## config.mk

```make
export PLATFORM = sky130hd
export DESIGN_NAME = dsa_aggregator
export DESIGN_NICKNAME = d
export VERILOG_FILES = /design/src/hw/dsa_pkg.sv /design/src/hw/dsa_fifo.sv /design/src/hw/dsa_aggregator.sv
export SDC_FILE = /design/constraint.sdc
export NUM_CORES = 2
export LEC_CHECK = 0
export BUFFER_PORTS_ARGS = -buffer_cell sky130_fd_sc_hd__buf_4
export CELL_PAD_IN_SITES_DETAIL_PLACEMENT = 1
export CELL_PAD_IN_SITES_GLOBAL_PLACEMENT = 1
export CORE_ASPECT_RATIO = 1.25
export CORE_MARGIN = 3
export CORE_UTILIZATION = 35
export CTS_BUF_LIST = sky130_fd_sc_hd__clkbuf_16
export CTS_CLUSTER_SIZE = 10
export DETAILED_ROUTE_END_ITERATION = 8
export PLACE_DENSITY_LB_ADDON = 0.1
export SYNTH_ARGS = -nofsm -noshare
export SYNTH_HDL_FRONTEND = slang
export SYNTH_SLANG_ARGS = --single-unit
```

## constraint.sdc

```tcl
create_clock -name sys_clk -period 2.73 [get_ports sys_clk]
set_input_delay 0.546 -clock sys_clk [delete_from_list [all_inputs] [get_ports sys_clk]]
set_output_delay 0.546 -clock sys_clk [all_outputs]
set_load 0.02 [all_outputs]
```

## src/hw/dsa_pkg.sv

```systemverilog
/*
  Shared constants and types of the dual-port stream aggregator: register map,
  field positions, reset values, forward frame layouts, packet word and timing.
  Assumes a 100 MHz system clock and a 25 MHz reference clock.
*/
package dsa_pkg;

  // ****************************************
  // register map
  // ****************************************
  localparam logic [7:0] REG_PORT_CFG = 8'h6d;
  localparam logic [7:0] REG_VC_REMAP = 8'h72;
  localparam logic [7:0] REG_OUT_CFG = 8'h33;
  localparam logic [7:0] REG_STATUS = 8'h4d;
  localparam logic [7:0] PORT_CFG_RESET = 8'h00;
  localparam logic [7:0] VC_REMAP_RESET = 8'he4;
  localparam logic [7:0] OUT_CFG_RESET = 8'h00;
  localparam int PCFG_MODE_LSB = 0;
  localparam int PCFG_SYNC_BIT = 2;
  localparam int OCFG_DUAL_BIT = 0;
  localparam int STAT_LOCK_LSB = 0;
  localparam int STAT_OVF_LSB = 2;
  localparam int STAT_STRAP_BIT = 4;

  // ****************************************
  // modes and strap codes
  // ****************************************
  typedef enum logic [1:0] {MODE_CSI, MODE_RAW12LF, MODE_RAW12HF, MODE_RAW10} dsa_mode_t;
  localparam logic [2:0] STRAP_CSI_NONSYNC = 3'h0;
  localparam logic [2:0] STRAP_RAW12LF = 3'h1;
  localparam logic [2:0] STRAP_RAW12HF = 3'h2;
  localparam logic [2:0] STRAP_RAW10 = 3'h3;
  localparam logic [2:0] STRAP_CSI_SYNC = 3'h4;

  // ****************************************
  // forward frames
  // ****************************************
  localparam int NUM_PORTS = 2;
  localparam logic [5:0] CSI_FRAME_BITS = 6'h28;
  localparam logic [5:0] RAW_FRAME_BITS = 6'h1c;
  localparam logic [3:0] CSI_SYNC = 4'ha;
  localparam logic [1:0] RAW_SYNC = 2'h2;
  localparam logic [5:0] DTYPE_RAW10 = 6'h2b;
  localparam logic [5:0] DTYPE_RAW12 = 6'h2c;

  typedef struct packed {
    logic [3:0] sync;
    logic sop;
    logic eop;
    logic [1:0] vc;
    logic [5:0] dtype;
    logic [15:0] data;
    logic [7:0] ctrl;
    logic payload;
    logic parity;
  } dsa_csi_frame_t;

  typedef struct packed {
    logic [1:0] sync;
    logic lineStart;
    logic lineEnd;
    logic [11:0] pixel;
    logic [7:0] ctrl;
    logic [2:0] diag;
    logic parity;
  } dsa_raw_frame_t;

  typedef struct packed {
    logic sop;
    logic eop;
    logic [1:0] vc;
    logic [5:0] dtype;
    logic [15:0] data;
  } dsa_word_t;

  localparam int WORD_W = $bits(dsa_word_t);
  localparam int FIFO_DEPTH = 16;
  localparam int CSI_BUS_W = 32;

  // ****************************************
  // timing
  // ****************************************
  localparam int SYS_CLK_MHZ = 100;
  localparam int REF_CLK_MHZ = 25;
  localparam int STRAP_WAIT_US = 1000;
  localparam int STRAP_WAIT_CYCLES = STRAP_WAIT_US * SYS_CLK_MHZ;
  localparam int LINE_MULT_SYNC = 160;
  localparam int PCLK_MULT_SYNC = 4;
  localparam int BC_MULT_SYNC = 2;
  localparam int LINE_MULT_NONSYNC = 80;
  localparam int BC_SYNC_MBPS = BC_MULT_SYNC * REF_CLK_MHZ;
  localparam int BC_NONSYNC_MBPS = 10;
  localparam logic [3:0] BC_SYNC_DIV = 4'(SYS_CLK_MHZ / BC_SYNC_MBPS);
  localparam logic [3:0] BC_NONSYNC_DIV = 4'(SYS_CLK_MHZ / BC_NONSYNC_MBPS);
  localparam logic [3:0] BC_WORD_BITS = 4'hc;
  localparam logic [1:0] BC_SYNC = 2'h1;
  localparam int CSI_LANE_MAX_MBPS = 1662;
  localparam int FWD_LINE_MAX_MBPS = 4160;

endpackage

```

## src/hw/dsa_fifo.sv

```systemverilog
/*
  Synchronous FIFO with valid/ready on both sides and honest full/empty.
  Assumes one clock and a synchronous active-high reset.
*/
`timescale 1ns/10ps
module dsa_fifo #(
  parameter int WIDTH = 26,
  parameter int DEPTH = 16
)(
  input wire logic sys_clk,
  input wire logic srst,
  input wire logic inValid,
  output logic inReady,
  input wire logic [WIDTH-1:0] inData,
  output logic outValid,
  input wire logic outReady,
  output logic [WIDTH-1:0] outData
);
  localparam int AW = $clog2(DEPTH);

  typedef struct packed {
    logic [DEPTH-1:0][WIDTH-1:0] mem;
    logic [AW:0] wrPtr;
    logic [AW:0] rdPtr;
  } dsa_fifo_state_t;

  dsa_fifo_state_t st;
  dsa_fifo_state_t next_st;
  logic full;
  logic empty;

  assign empty = st.wrPtr == st.rdPtr;
  assign full = (st.wrPtr[AW] != st.rdPtr[AW]) && (st.wrPtr[AW-1:0] == st.rdPtr[AW-1:0]);
  assign inReady = ~full;
  assign outValid = ~empty;
  assign outData = st.mem[st.rdPtr[AW-1:0]];

  always_comb begin
    next_st = st;
    if (inValid && !full) begin
      next_st.mem[st.wrPtr[AW-1:0]] = inData;
      next_st.wrPtr = st.wrPtr + (AW+1)'(1);
    end
    if (outReady && !empty) begin
      next_st.rdPtr = st.rdPtr + (AW+1)'(1);
    end
  end

  always_ff @(posedge sys_clk) begin
    if (srst) begin
      st <= '0;
    end else begin
      st <= next_st;
    end
  end
endmodule // dsa_fifo

```

## src/hw/dsa_aggregator.sv

```systemverilog
/*
  Dual receive port aggregator: deframes forward link streams, remaps virtual
  channels, merges packets onto a four-lane or replicated two-lane output and
  drives the control back channel. Assumes link clocks and strap pins arrive
  asynchronously and a downstream lane interface that can stall with csiReady.
*/
// Function
// RULE1: four data lanes, one output port
// RULE2: dual two-lane outputs carry replicated data
// RULE3: second clock lane enabled in dual mode
// RULE4: payload forwarded unconverted
// RULE5: image and non-image packets both carried
// RULE6: streams interleaved as per-channel packets
// RULE7: channel tag in every packet header
// RULE8: camera-serial mode uses 40-bit frames
// RULE9: frames carry payload, control, integrity fields
// RULE10: raw mode uses 28-bit frames
// RULE11: recover forward stream, drive back channel
// RULE12: two ports, each mode set independently
// RULE13: mode from config register or strap
// RULE14: output always camera-serial packets
// RULE15: per-port channel tag remapping
// RULE16: port line rate up to 4.16 Gbps; code takes one bit per link clock rising edge seen at sys_clk, at most 50 Mbps
// RULE17: sync mode rates from reference clock
// RULE18: non-sync back channel at 10 Mbps
// RULE19: forward rate independent of output rate
// RULE20: control channel runs continuously
// RULE21: host drives control via I2C port; code uses a parallel register port (regAddr, regWrData)
// RULE22: strap sampled 1 ms after release
// RULE23: raw10 syncs toggle at most every 10 clocks; code does not limit how often lineStart/lineEnd toggle
// RULE24: per-channel packet order kept
`timescale 1ns/10ps
module dsa_aggregator #(
  parameter int STRAP_WAIT = dsa_pkg::STRAP_WAIT_CYCLES,
  parameter int DEPTH = dsa_pkg::FIFO_DEPTH
)(
  input wire logic sys_clk,
  input wire logic srst,
  input wire logic [dsa_pkg::NUM_PORTS-1:0] portLinkClk,
  input wire logic [dsa_pkg::NUM_PORTS-1:0] portLinkData,
  output logic [dsa_pkg::NUM_PORTS-1:0] bcOut,
  input wire logic [dsa_pkg::NUM_PORTS-1:0][7:0] bcTxByte,
  input wire logic [dsa_pkg::NUM_PORTS-1:0] bcTxValid,
  output logic [dsa_pkg::NUM_PORTS-1:0] bcTxReady,
  output logic [dsa_pkg::NUM_PORTS-1:0][7:0] ctrlRxByte,
  output logic [dsa_pkg::NUM_PORTS-1:0] ctrlRxValid,
  output logic [dsa_pkg::NUM_PORTS-1:0] portLocked,
  input wire logic powerdownReleasePin,
  input wire logic [2:0] strapMode,
  input wire logic [7:0] regAddr,
  input wire logic regPort,
  input wire logic [7:0] regWrData,
  input wire logic regWrite,
  input wire logic regRead,
  output logic [7:0] regRdData,
  output logic [dsa_pkg::CSI_BUS_W-1:0] csiData,
  output logic [3:0] csiByteEn,
  output logic csiValid,
  input wire logic csiReady,
  output logic [1:0] csiClkEn
);
  import dsa_pkg::*;

  // ****************************************
  // state
  // ****************************************
  typedef struct packed {
    logic [NUM_PORTS-1:0] clkS1;
    logic [NUM_PORTS-1:0] clkS2;
    logic [NUM_PORTS-1:0] clkS3;
    logic [NUM_PORTS-1:0] datS1;
    logic [NUM_PORTS-1:0] datS2;
    logic pdbS1;
    logic pdbS2;
    logic [2:0] strapS1;
    logic [2:0] strapS2;
    logic [31:0] strapCnt;
    logic strapDone;
    logic [NUM_PORTS-1:0][7:0] portCfg;
    logic [NUM_PORTS-1:0][7:0] vcRemap;
    logic [7:0] outCfg;
    logic [NUM_PORTS-1:0][39:0] shiftReg;
    logic [NUM_PORTS-1:0][5:0] bitCnt;
    logic [NUM_PORTS-1:0] locked;
    logic [NUM_PORTS-1:0][7:0] ctrlByte;
    logic [NUM_PORTS-1:0] ctrlValid;
    logic [NUM_PORTS-1:0] pendValid;
    logic [NUM_PORTS-1:0][WORD_W-1:0] pend;
    logic [NUM_PORTS-1:0] overflow;
    logic [7:0] rdData;
    logic [NUM_PORTS-1:0][3:0] bcDiv;
    logic [NUM_PORTS-1:0][3:0] bcBit;
    logic [NUM_PORTS-1:0][11:0] bcShift;
    logic [NUM_PORTS-1:0] bcLine;
    logic [NUM_PORTS-1:0] bcReady;
    logic curPort;
    logic lastPort;
    logic inPacket;
    logic hdrDone;
    logic [15:0] half;
    logic halfValid;
    logic [CSI_BUS_W-1:0] outData;
    logic [3:0] outEn;
    logic outValid;
    logic [1:0] clkEn;
  } dsa_state_t;

  dsa_state_t st;
  dsa_state_t next_st;

  logic [NUM_PORTS-1:0] fifoInReady;
  logic [NUM_PORTS-1:0] fifoOutValid;
  logic [NUM_PORTS-1:0] fifoPop;
  logic [NUM_PORTS-1:0][WORD_W-1:0] fifoOutData;

  logic [39:0] sh;
  logic [5:0] cnt;
  logic [5:0] frameLen;
  logic isCsi;
  logic good;
  logic newValid;
  dsa_word_t newWord;
  dsa_csi_frame_t csiF;
  dsa_raw_frame_t rawF;
  logic [3:0] bcDivLimit;
  logic [3:0] bcDivNext;
  logic [3:0] bcBitNext;
  logic consumed;
  logic canOut;
  logic sel;
  logic unitValid;
  logic unitEop;
  logic [15:0] unit;
  dsa_word_t head;

  function automatic logic [1:0] remapVc(input logic [7:0] map, input logic [1:0] vc);
    remapVc = map[{vc, 1'b0} +: 2];
  endfunction

  function automatic logic [7:0] readReg(input dsa_state_t s, input logic [7:0] addr, input logic port);
    unique case (addr)
      REG_PORT_CFG: readReg = s.portCfg[port];
      REG_VC_REMAP: readReg = s.vcRemap[port];
      REG_OUT_CFG: readReg = s.outCfg;
      REG_STATUS: readReg = {3'h0, s.strapDone, s.overflow, s.locked};
      default: readReg = 8'h00;
    endcase
  endfunction

  // ****************************************
  // per-port buffers
  // ****************************************
  for (genvar p = 0; p < NUM_PORTS; p++) begin : g_fifo
    dsa_fifo #(
      .WIDTH(WORD_W),
      .DEPTH(DEPTH)
    ) u_fifo (
      .sys_clk(sys_clk),
      .srst(srst),
      .inValid(st.pendValid[p]),
      .inReady(fifoInReady[p]),
      .inData(st.pend[p]),
      .outValid(fifoOutValid[p]),
      .outReady(fifoPop[p]),
      .outData(fifoOutData[p])
    );
  end

  // ****************************************
  // next state
  // ****************************************
  always_comb begin
    next_st = st;
    sh = '0;
    cnt = '0;
    frameLen = '0;
    isCsi = 1'b0;
    good = 1'b0;
    newValid = 1'b0;
    newWord = '0;
    csiF = '0;
    rawF = '0;
    bcDivLimit = '0;
    bcDivNext = '0;
    bcBitNext = '0;
    consumed = 1'b0;
    fifoPop = '0;
    canOut = 1'b0;
    sel = 1'b0;
    unitValid = 1'b0;
    unitEop = 1'b0;
    unit = '0;
    head = '0;

    // link and strap inputs pass two flops; edges come from the second and third
    next_st.clkS1 = portLinkClk;
    next_st.clkS2 = st.clkS1;
    next_st.clkS3 = st.clkS2;
    next_st.datS1 = portLinkData;
    next_st.datS2 = st.datS1;
    next_st.pdbS1 = powerdownReleasePin;
    next_st.pdbS2 = st.pdbS1;
    next_st.strapS1 = strapMode;
    next_st.strapS2 = st.strapS1;

    // register port
    next_st.rdData = regRead ? readReg(st, regAddr, regPort) : st.rdData;
    if (regWrite) begin
      unique case (regAddr)
        REG_PORT_CFG: next_st.portCfg[regPort] = regWrData; // RULE13
        REG_VC_REMAP: next_st.vcRemap[regPort] = regWrData; // RULE15
        REG_OUT_CFG: next_st.outCfg = regWrData;
        REG_STATUS: next_st.overflow = st.overflow & ~regWrData[STAT_OVF_LSB +: NUM_PORTS];
        default: next_st.outCfg = st.outCfg;
      endcase
    end

    // strap applied once, after the release pin has been high long enough
    if (!st.pdbS2) begin
      next_st.strapCnt = '0;
      next_st.strapDone = 1'b0;
    end else if (!st.strapDone) begin
      next_st.strapCnt = st.strapCnt + 32'h1;
      if (st.strapCnt >= 32'(STRAP_WAIT - 1)) begin // RULE22
        next_st.strapDone = 1'b1;
        for (int p = 0; p < NUM_PORTS; p++) begin
          unique case (st.strapS2) // RULE13
            STRAP_RAW12LF: next_st.portCfg[p] = 8'(MODE_RAW12LF);
            STRAP_RAW12HF: next_st.portCfg[p] = 8'(MODE_RAW12HF);
            STRAP_RAW10: next_st.portCfg[p] = 8'(MODE_RAW10);
            STRAP_CSI_SYNC: next_st.portCfg[p] = 8'h1 << PCFG_SYNC_BIT; // RULE17
            default: next_st.portCfg[p] = 8'(MODE_CSI);
          endcase
        end
      end
    end

    for (int p = 0; p < NUM_PORTS; p++) begin
      // forward deframer, one bit per link clock rising edge
      isCsi = st.portCfg[p][PCFG_MODE_LSB +: 2] == 2'(MODE_CSI); // RULE12
      frameLen = isCsi ? CSI_FRAME_BITS : RAW_FRAME_BITS; // RULE8 RULE10
      newValid = 1'b0;
      newWord = '0;
      next_st.ctrlValid[p] = 1'b0;
      if (st.clkS2[p] && !st.clkS3[p]) begin // RULE11 RULE19 RULE16
        sh = {st.shiftReg[p][38:0], st.datS2[p]};
        cnt = st.bitCnt[p] + 6'h1;
        next_st.shiftReg[p] = sh;
        next_st.bitCnt[p] = cnt;
        if (cnt >= frameLen) begin
          csiF = dsa_csi_frame_t'(sh);
          rawF = dsa_raw_frame_t'(sh[27:0]);
          good = isCsi ? (csiF.sync == CSI_SYNC) && !(^sh) : (rawF.sync == RAW_SYNC) && !(^sh[27:0]); // RULE9
          if (good) begin
            next_st.bitCnt[p] = '0;
            next_st.locked[p] = 1'b1;
            next_st.ctrlValid[p] = 1'b1;
            next_st.ctrlByte[p] = isCsi ? csiF.ctrl : rawF.ctrl; // RULE9
            if (isCsi) begin
              newValid = csiF.payload | csiF.sop | csiF.eop; // RULE5
              newWord = '{sop: csiF.sop, eop: csiF.eop, vc: remapVc(st.vcRemap[p], csiF.vc), // RULE15
                          dtype: csiF.dtype, data: csiF.data}; // RULE4
            end else begin
              newValid = 1'b1;
              newWord = '{sop: rawF.lineStart, eop: rawF.lineEnd, vc: remapVc(st.vcRemap[p], 2'h0),
                          dtype: (st.portCfg[p][PCFG_MODE_LSB +: 2] == 2'(MODE_RAW10)) ? DTYPE_RAW10 : DTYPE_RAW12,
                          data: {4'h0, rawF.pixel}}; // RULE4 RULE14
            end
          end else begin
            // slip one bit and test again at the next edge
            next_st.locked[p] = 1'b0;
            next_st.bitCnt[p] = frameLen - 6'h1;
          end
        end
      end

      // hand-off into the buffer; a word that finds the slot busy is dropped and flagged in overflow
      consumed = st.pendValid[p] && fifoInReady[p];
      if (consumed) begin
        next_st.pendValid[p] = 1'b0;
      end
      if (newValid) begin
        if (st.pendValid[p] && !consumed) begin
          next_st.overflow[p] = 1'b1;
        end else begin
          next_st.pend[p] = newWord;
          next_st.pendValid[p] = 1'b1;
        end
      end

      // back channel: 12-bit words sent back to back, idle words when nothing waits
      bcDivLimit = st.portCfg[p][PCFG_SYNC_BIT] ? BC_SYNC_DIV : BC_NONSYNC_DIV; // RULE17 RULE18
      bcDivNext = st.bcDiv[p];
      bcBitNext = st.bcBit[p];
      if (st.bcDiv[p] >= bcDivLimit - 4'h1) begin
        bcDivNext = '0;
        next_st.bcLine[p] = st.bcShift[p][11]; // RULE11 RULE20
        next_st.bcShift[p] = {st.bcShift[p][10:0], 1'b0};
        if (st.bcBit[p] == BC_WORD_BITS - 4'h1) begin
          bcBitNext = '0;
          if (st.bcReady[p] && bcTxValid[p]) begin
            next_st.bcShift[p] = {BC_SYNC, 1'b1, bcTxByte[p], ^{1'b1, bcTxByte[p]}}; // RULE20
          end else begin
            next_st.bcShift[p] = {BC_SYNC, 1'b0, 8'h00, 1'b0};
          end
        end else begin
          bcBitNext = st.bcBit[p] + 4'h1;
        end
      end else begin
        bcDivNext = st.bcDiv[p] + 4'h1;
      end
      next_st.bcDiv[p] = bcDivNext;
      next_st.bcBit[p] = bcBitNext;
      next_st.bcReady[p] = (bcDivNext >= bcDivLimit - 4'h1) && (bcBitNext == BC_WORD_BITS - 4'h1);
    end

    // packet merge: whole packets per port, ports alternate between packets
    canOut = !st.outValid || csiReady;
    if (st.outValid && csiReady) begin
      next_st.outValid = 1'b0;
    end
    if (canOut) begin
      if (!st.inPacket) begin
        sel = fifoOutValid[~st.lastPort] ? ~st.lastPort : st.lastPort; // RULE6
        if (fifoOutValid[sel]) begin
          next_st.inPacket = 1'b1;
          next_st.curPort = sel;
          next_st.hdrDone = 1'b0;
        end
      end else if (fifoOutValid[st.curPort]) begin
        head = dsa_word_t'(fifoOutData[st.curPort]);
        unitValid = 1'b1;
        if (head.sop && !st.hdrDone) begin
          unit = {head.vc, head.dtype, ~{head.vc, head.dtype}}; // RULE7 RULE14
          next_st.hdrDone = 1'b1;
        end else begin
          unit = head.data;
          unitEop = head.eop;
          fifoPop[st.curPort] = 1'b1;
          if (head.eop) begin
            // the packet stays on one port to the end, keeping order within a channel
            next_st.inPacket = 1'b0; // RULE24
            next_st.lastPort = st.curPort;
            next_st.hdrDone = 1'b0;
          end
        end
      end
    end

    // lane packing
    next_st.clkEn = st.outCfg[OCFG_DUAL_BIT] ? 2'h3 : 2'h1; // RULE3
    if (unitValid) begin
      if (st.outCfg[OCFG_DUAL_BIT]) begin
        next_st.outData = {unit, unit}; // RULE2
        next_st.outEn = 4'hf;
        next_st.outValid = 1'b1;
      end else if (st.halfValid) begin
        next_st.outData = {unit, st.half}; // RULE1
        next_st.outEn = 4'hf;
        next_st.outValid = 1'b1;
        next_st.halfValid = 1'b0;
      end else if (unitEop) begin
        next_st.outData = {16'h0000, unit};
        next_st.outEn = 4'h3;
        next_st.outValid = 1'b1;
      end else begin
        next_st.half = unit;
        next_st.halfValid = 1'b1;
      end
    end
  end

  // ****************************************
  // registers
  // ****************************************
  always_ff @(posedge sys_clk) begin
    if (srst) begin
      st <= '0;
      st.portCfg <= {NUM_PORTS{PORT_CFG_RESET}};
      st.vcRemap <= {NUM_PORTS{VC_REMAP_RESET}};
      st.outCfg <= OUT_CFG_RESET;
      st.clkEn <= 2'h1;
    end else begin
      st <= next_st;
    end
  end

  // ****************************************
  // outputs
  // ****************************************
  assign bcOut = st.bcLine;
  assign bcTxReady = st.bcReady;
  assign ctrlRxByte = st.ctrlByte;
  assign ctrlRxValid = st.ctrlValid;
  assign portLocked = st.locked;
  assign regRdData = st.rdData;
  assign csiData = st.outData;
  assign csiByteEn = st.outEn;
  assign csiValid = st.outValid;
  assign csiClkEn = st.clkEn;
endmodule // dsa_aggregator

```

==> results.json <==
{
  "ys_seq_area_share_pct": 45.4,
  "fin_total_pwr_w": 0.0358,
  "cts_buffers": 144,
  "initial_core_util_pct": 35.3,
  "grt_pass1_vias": 44000,
  "r2r_end": "csiData[4]$_SDFFE_PP0P_",
  "cp.required_ns": 3.40,
  "period_share_pct": 106,
  "synth_seq_cells": 1218,
  "power_density_mw_per_mm2": 539,
  "min-delay-start": "bcTxByte[4]",
  "nets": 6070,
  "ios": 119,
  "place.gp.congestion": 0.797,
  "fp.dieH_um": 444,
  "dp_slack_ns": -0.584,
  "nFillCells": 16800,
  "hold_path_class": "in2reg",
  "criticalPathCategory": "reg2reg",
  "synth-async-reset-ratio_pct": 0,
  "cp.arrival_ns": 3.57,
  "dr.pass1.iters": 7,
  "drive_gt1_share_pct": 22.5,
  "synth-edff-count": 0,
  "finClkSkew_ns": 0.0306,
  "remaining_drc_errors": 0,
  "drv_slew": 0,
  "critPathCaptureType": "flop",
  "clk_pin_slew_ns": 0.06,
  "clock_sinks": 1218,
  "yosysMostFrequentCell": "dfxtp_1",
  "root_buffer": "clkbuf_16",
  "grt_max_degree": 97,
  "synth_cell_types": 76,
  "max_freq_mhz": 344,
  "yosys_warnings": 0,
  "whs_path_depth": 3,
  "reg2reg_depth": 10,
  "hold_viol_final": 0,
  "syn_avg_cell_area_um2": 9.32,
  "synth_largest_area_cell": "dfxtp_1",
  "synthTopCellsByArea": "dfxtp_1, mux4_2, mux2i_1",
  "synth_top_area_share_pct": 45.4,
  "p_leak_nw": 26.2,
  "rsz0062_at_grt": "yes",
  "worstHoldEndpoint": "st[69]$_SDFFE_PP0N_",
  "cts_buffer_depth": 3,
  "synth_area_mm2": 0.0537,
  "gr-total-overflow": 0,
  "antenna_left": 0,
  "tritoncts": "built",
  "synth_commonest_cells": "dfxtp_1, nand2_1, nor2_1",
  "tns_ns": -6.27,
  "dpl.hpwl_um": 125000,
  "violations": "negative setup slack",
  "via_per_inst": 5.32,
  "maxSlewHeadroom_pct": 21.4,
  "synth_cells": 5768,
  "dieWidth_um": 356,
  "cap_violations": 0,
  "num_vias": 42900,
  "layout_min_cycle_time_ns": 2.91,
  "grt_pass1_wl_um": 286000,
  "clkLatencyLatePin_ns": 0.80,
  "synth_top_flop_cell": "dfxtp_1",
  "cp-start-kind": "flop",
  "routed_wl_um": 195000,
  "portBuffers": 117,
  "setup_slack_ns": -0.176,
  "antenna_found_initial": 5,
  "die_area_mm2": 0.158,
  "drt-initial-drc-count": 2442,
  "tightest_slew_ns": 1.17,
  "status": "complete, but fails checks",
  "ir_worst_vdd_mv": 0.706,
  "cts_max_level": 4,
  "timing.rr.start": "g_fifo[0].u_fifo.st[0]$_SDFFE_PP0P_",
  "setup_viol": 71,
  "wl_per_cell_um": 24.2,
  "std_cell_rows": 160,
  "core_area_mm2": 0.152,
  "track_usage_pct": 23.7,
  "area_growth_pct": 23.5,
  "crit_path_max_fanout": 8,
  "syn_nets": 5855,
  "rrSetupSlack_ns": -0.18
}
-- state kept, by name, summed over array words and instances, names as in the netlist --
name,count
next_st,10
g_fifo.u_fifo.st,852
ctrlRxByte,16
csiValid,1
portLocked,2
csiByteEn,2
ctrlRxValid,2
bcOut,2
st,288
bcTxReady,2
csiClkEn,1
csiData,32
regRdData,8
-- final cells by class --
| type | count | area [µm²] | area share, % |
|---|---|---|---|
| Multi-Input combinational cell | 3932 | 27900 | 42.0 |
| Antenna cell | 1 | 2.50 | 0.00377 |
| Clock inverter | 49 | 299 | 0.451 |
| Inverter | 29 | 109 | 0.164 |
| Timing Repair Buffer | 658 | 7460 | 11.2 |
| Clock buffer | 146 | 3650 | 5.50 |
| Sequential cell | 1218 | 24400 | 36.8 |
| Tap cell | 2025 | 2530 | 3.82 |
-- worst max path at each step --
stage	endpoint	from	depth (start not counted)	slack, ns
4_1_cts	csiData[4]$_SDFFE_PP0P_	g_fifo[0].u_fifo.st[0]$_SDFFE_PP0P_	11	-0.19
2_1_floorplan	csiData[5]$_SDFFE_PP0P_	g_fifo[0].u_fifo.st[1]$_SDFFE_PP0P_	10	0.007
3_3_place_gp	st[114]$_SDFFE_PP0P_	st[235]$_SDFFE_PP0P_	11	-0.56
6_report	csiData[4]$_SDFFE_PP0P_	g_fifo[0].u_fifo.st[0]$_SDFFE_PP0P_	10	-0.18
3_5_place_dp	st[117]$_SDFFE_PP0P_	st[235]$_SDFFE_PP0P_	11	-0.58
5_1_grt	csiData[0]$_SDFFE_PP0P_	g_fifo[0].u_fifo.st[0]$_SDFFE_PP0P_	10	-0.27
-- per-stage QoR --
step,cells,utilization [%],area [µm²],hold slack (ns)
floorplan,5768,-,53700,0.414
global placement,7757,39.0,59400,0.421
detailed placement,7757,39.0,59400,0.428
CTS,8014,42.5,64800,0.000230
global route,8058,43.6,66400,0.0296
finish,8058,43.6,66400,0.0571
-- power by group --
group	internal, W	leakage (nW)	switching (W)
registers	0.0178	9.82	0.0000206
logic	0.000242	14.3	0.000491
clock network	0.00954	2.03	0.00770
total	0.0276	26.2	0.00821
-- placed cells by master (no fill, tap or decap), drive strengths merged, types with 25 or more instances in the layout --
master	count
dfxtp	1218
nand3	70
inv	63
xor2	33
nor2b	49
a211oi	41
nand2	1142
mux2i	519
buf	617
nor2	679
o21ai	30
a21oi	598
mux2	28
ha	39
a311oi	44
xnor2	100
clkbuf	165
mux4	254
a31oi	44
nor3	40
nand4	25
-- cells by family after synthesis --
group,count (synthesis),synth area share [%]
buffers and inverters,622,5.44
XOR/XNOR,139,2.42
adder cells (fa/ha/maj),39,0.908
flip-flops,1218,45.4
AO/OA/AOI/OAI,827,8.78
other,1,0.00698
multiplexers,801,21.0
AND/OR/NAND/NOR,2121,16.1
-- worst max-delay path, cell delays in order, from the launching register on --
cell and delay (ns):
dfxtp_4 0.41, buf_12 0.19, buf_6 0.14, mux4_2 0.48
mux4_2 0.59, mux2_4 0.32, mux2i_1 0.15, buf_4 0.17
nor2_1 0.04, a211oi_1 0.18, nor3_1 0.06
-- timing repair --
| item | CTS | global route |
|---|---|---|
| pin swaps | 74 | 85 |
| endpoints found under the setup margin | 193 | 479 |
| hold buffers | 22 | 0 |
| endpoints found under the hold margin | 31 | 0 |
| resized for setup | 164 | 198 |
| setup buffers | 29 | 27 |
| gates cloned | 14 | 20 |
-- layer usage --
| layer | track usage [%] | routed length, µm |
|---|---|---|
| met1 | 30.2 | 85000 |
| met2 | 42.1 | 98900 |
| met3 | 3.17 | 6080 |
| met4 | 5.97 | 4970 |
| met5 | 0 | 0 |
Note: power is estimated with default switching activity, not from simulation.
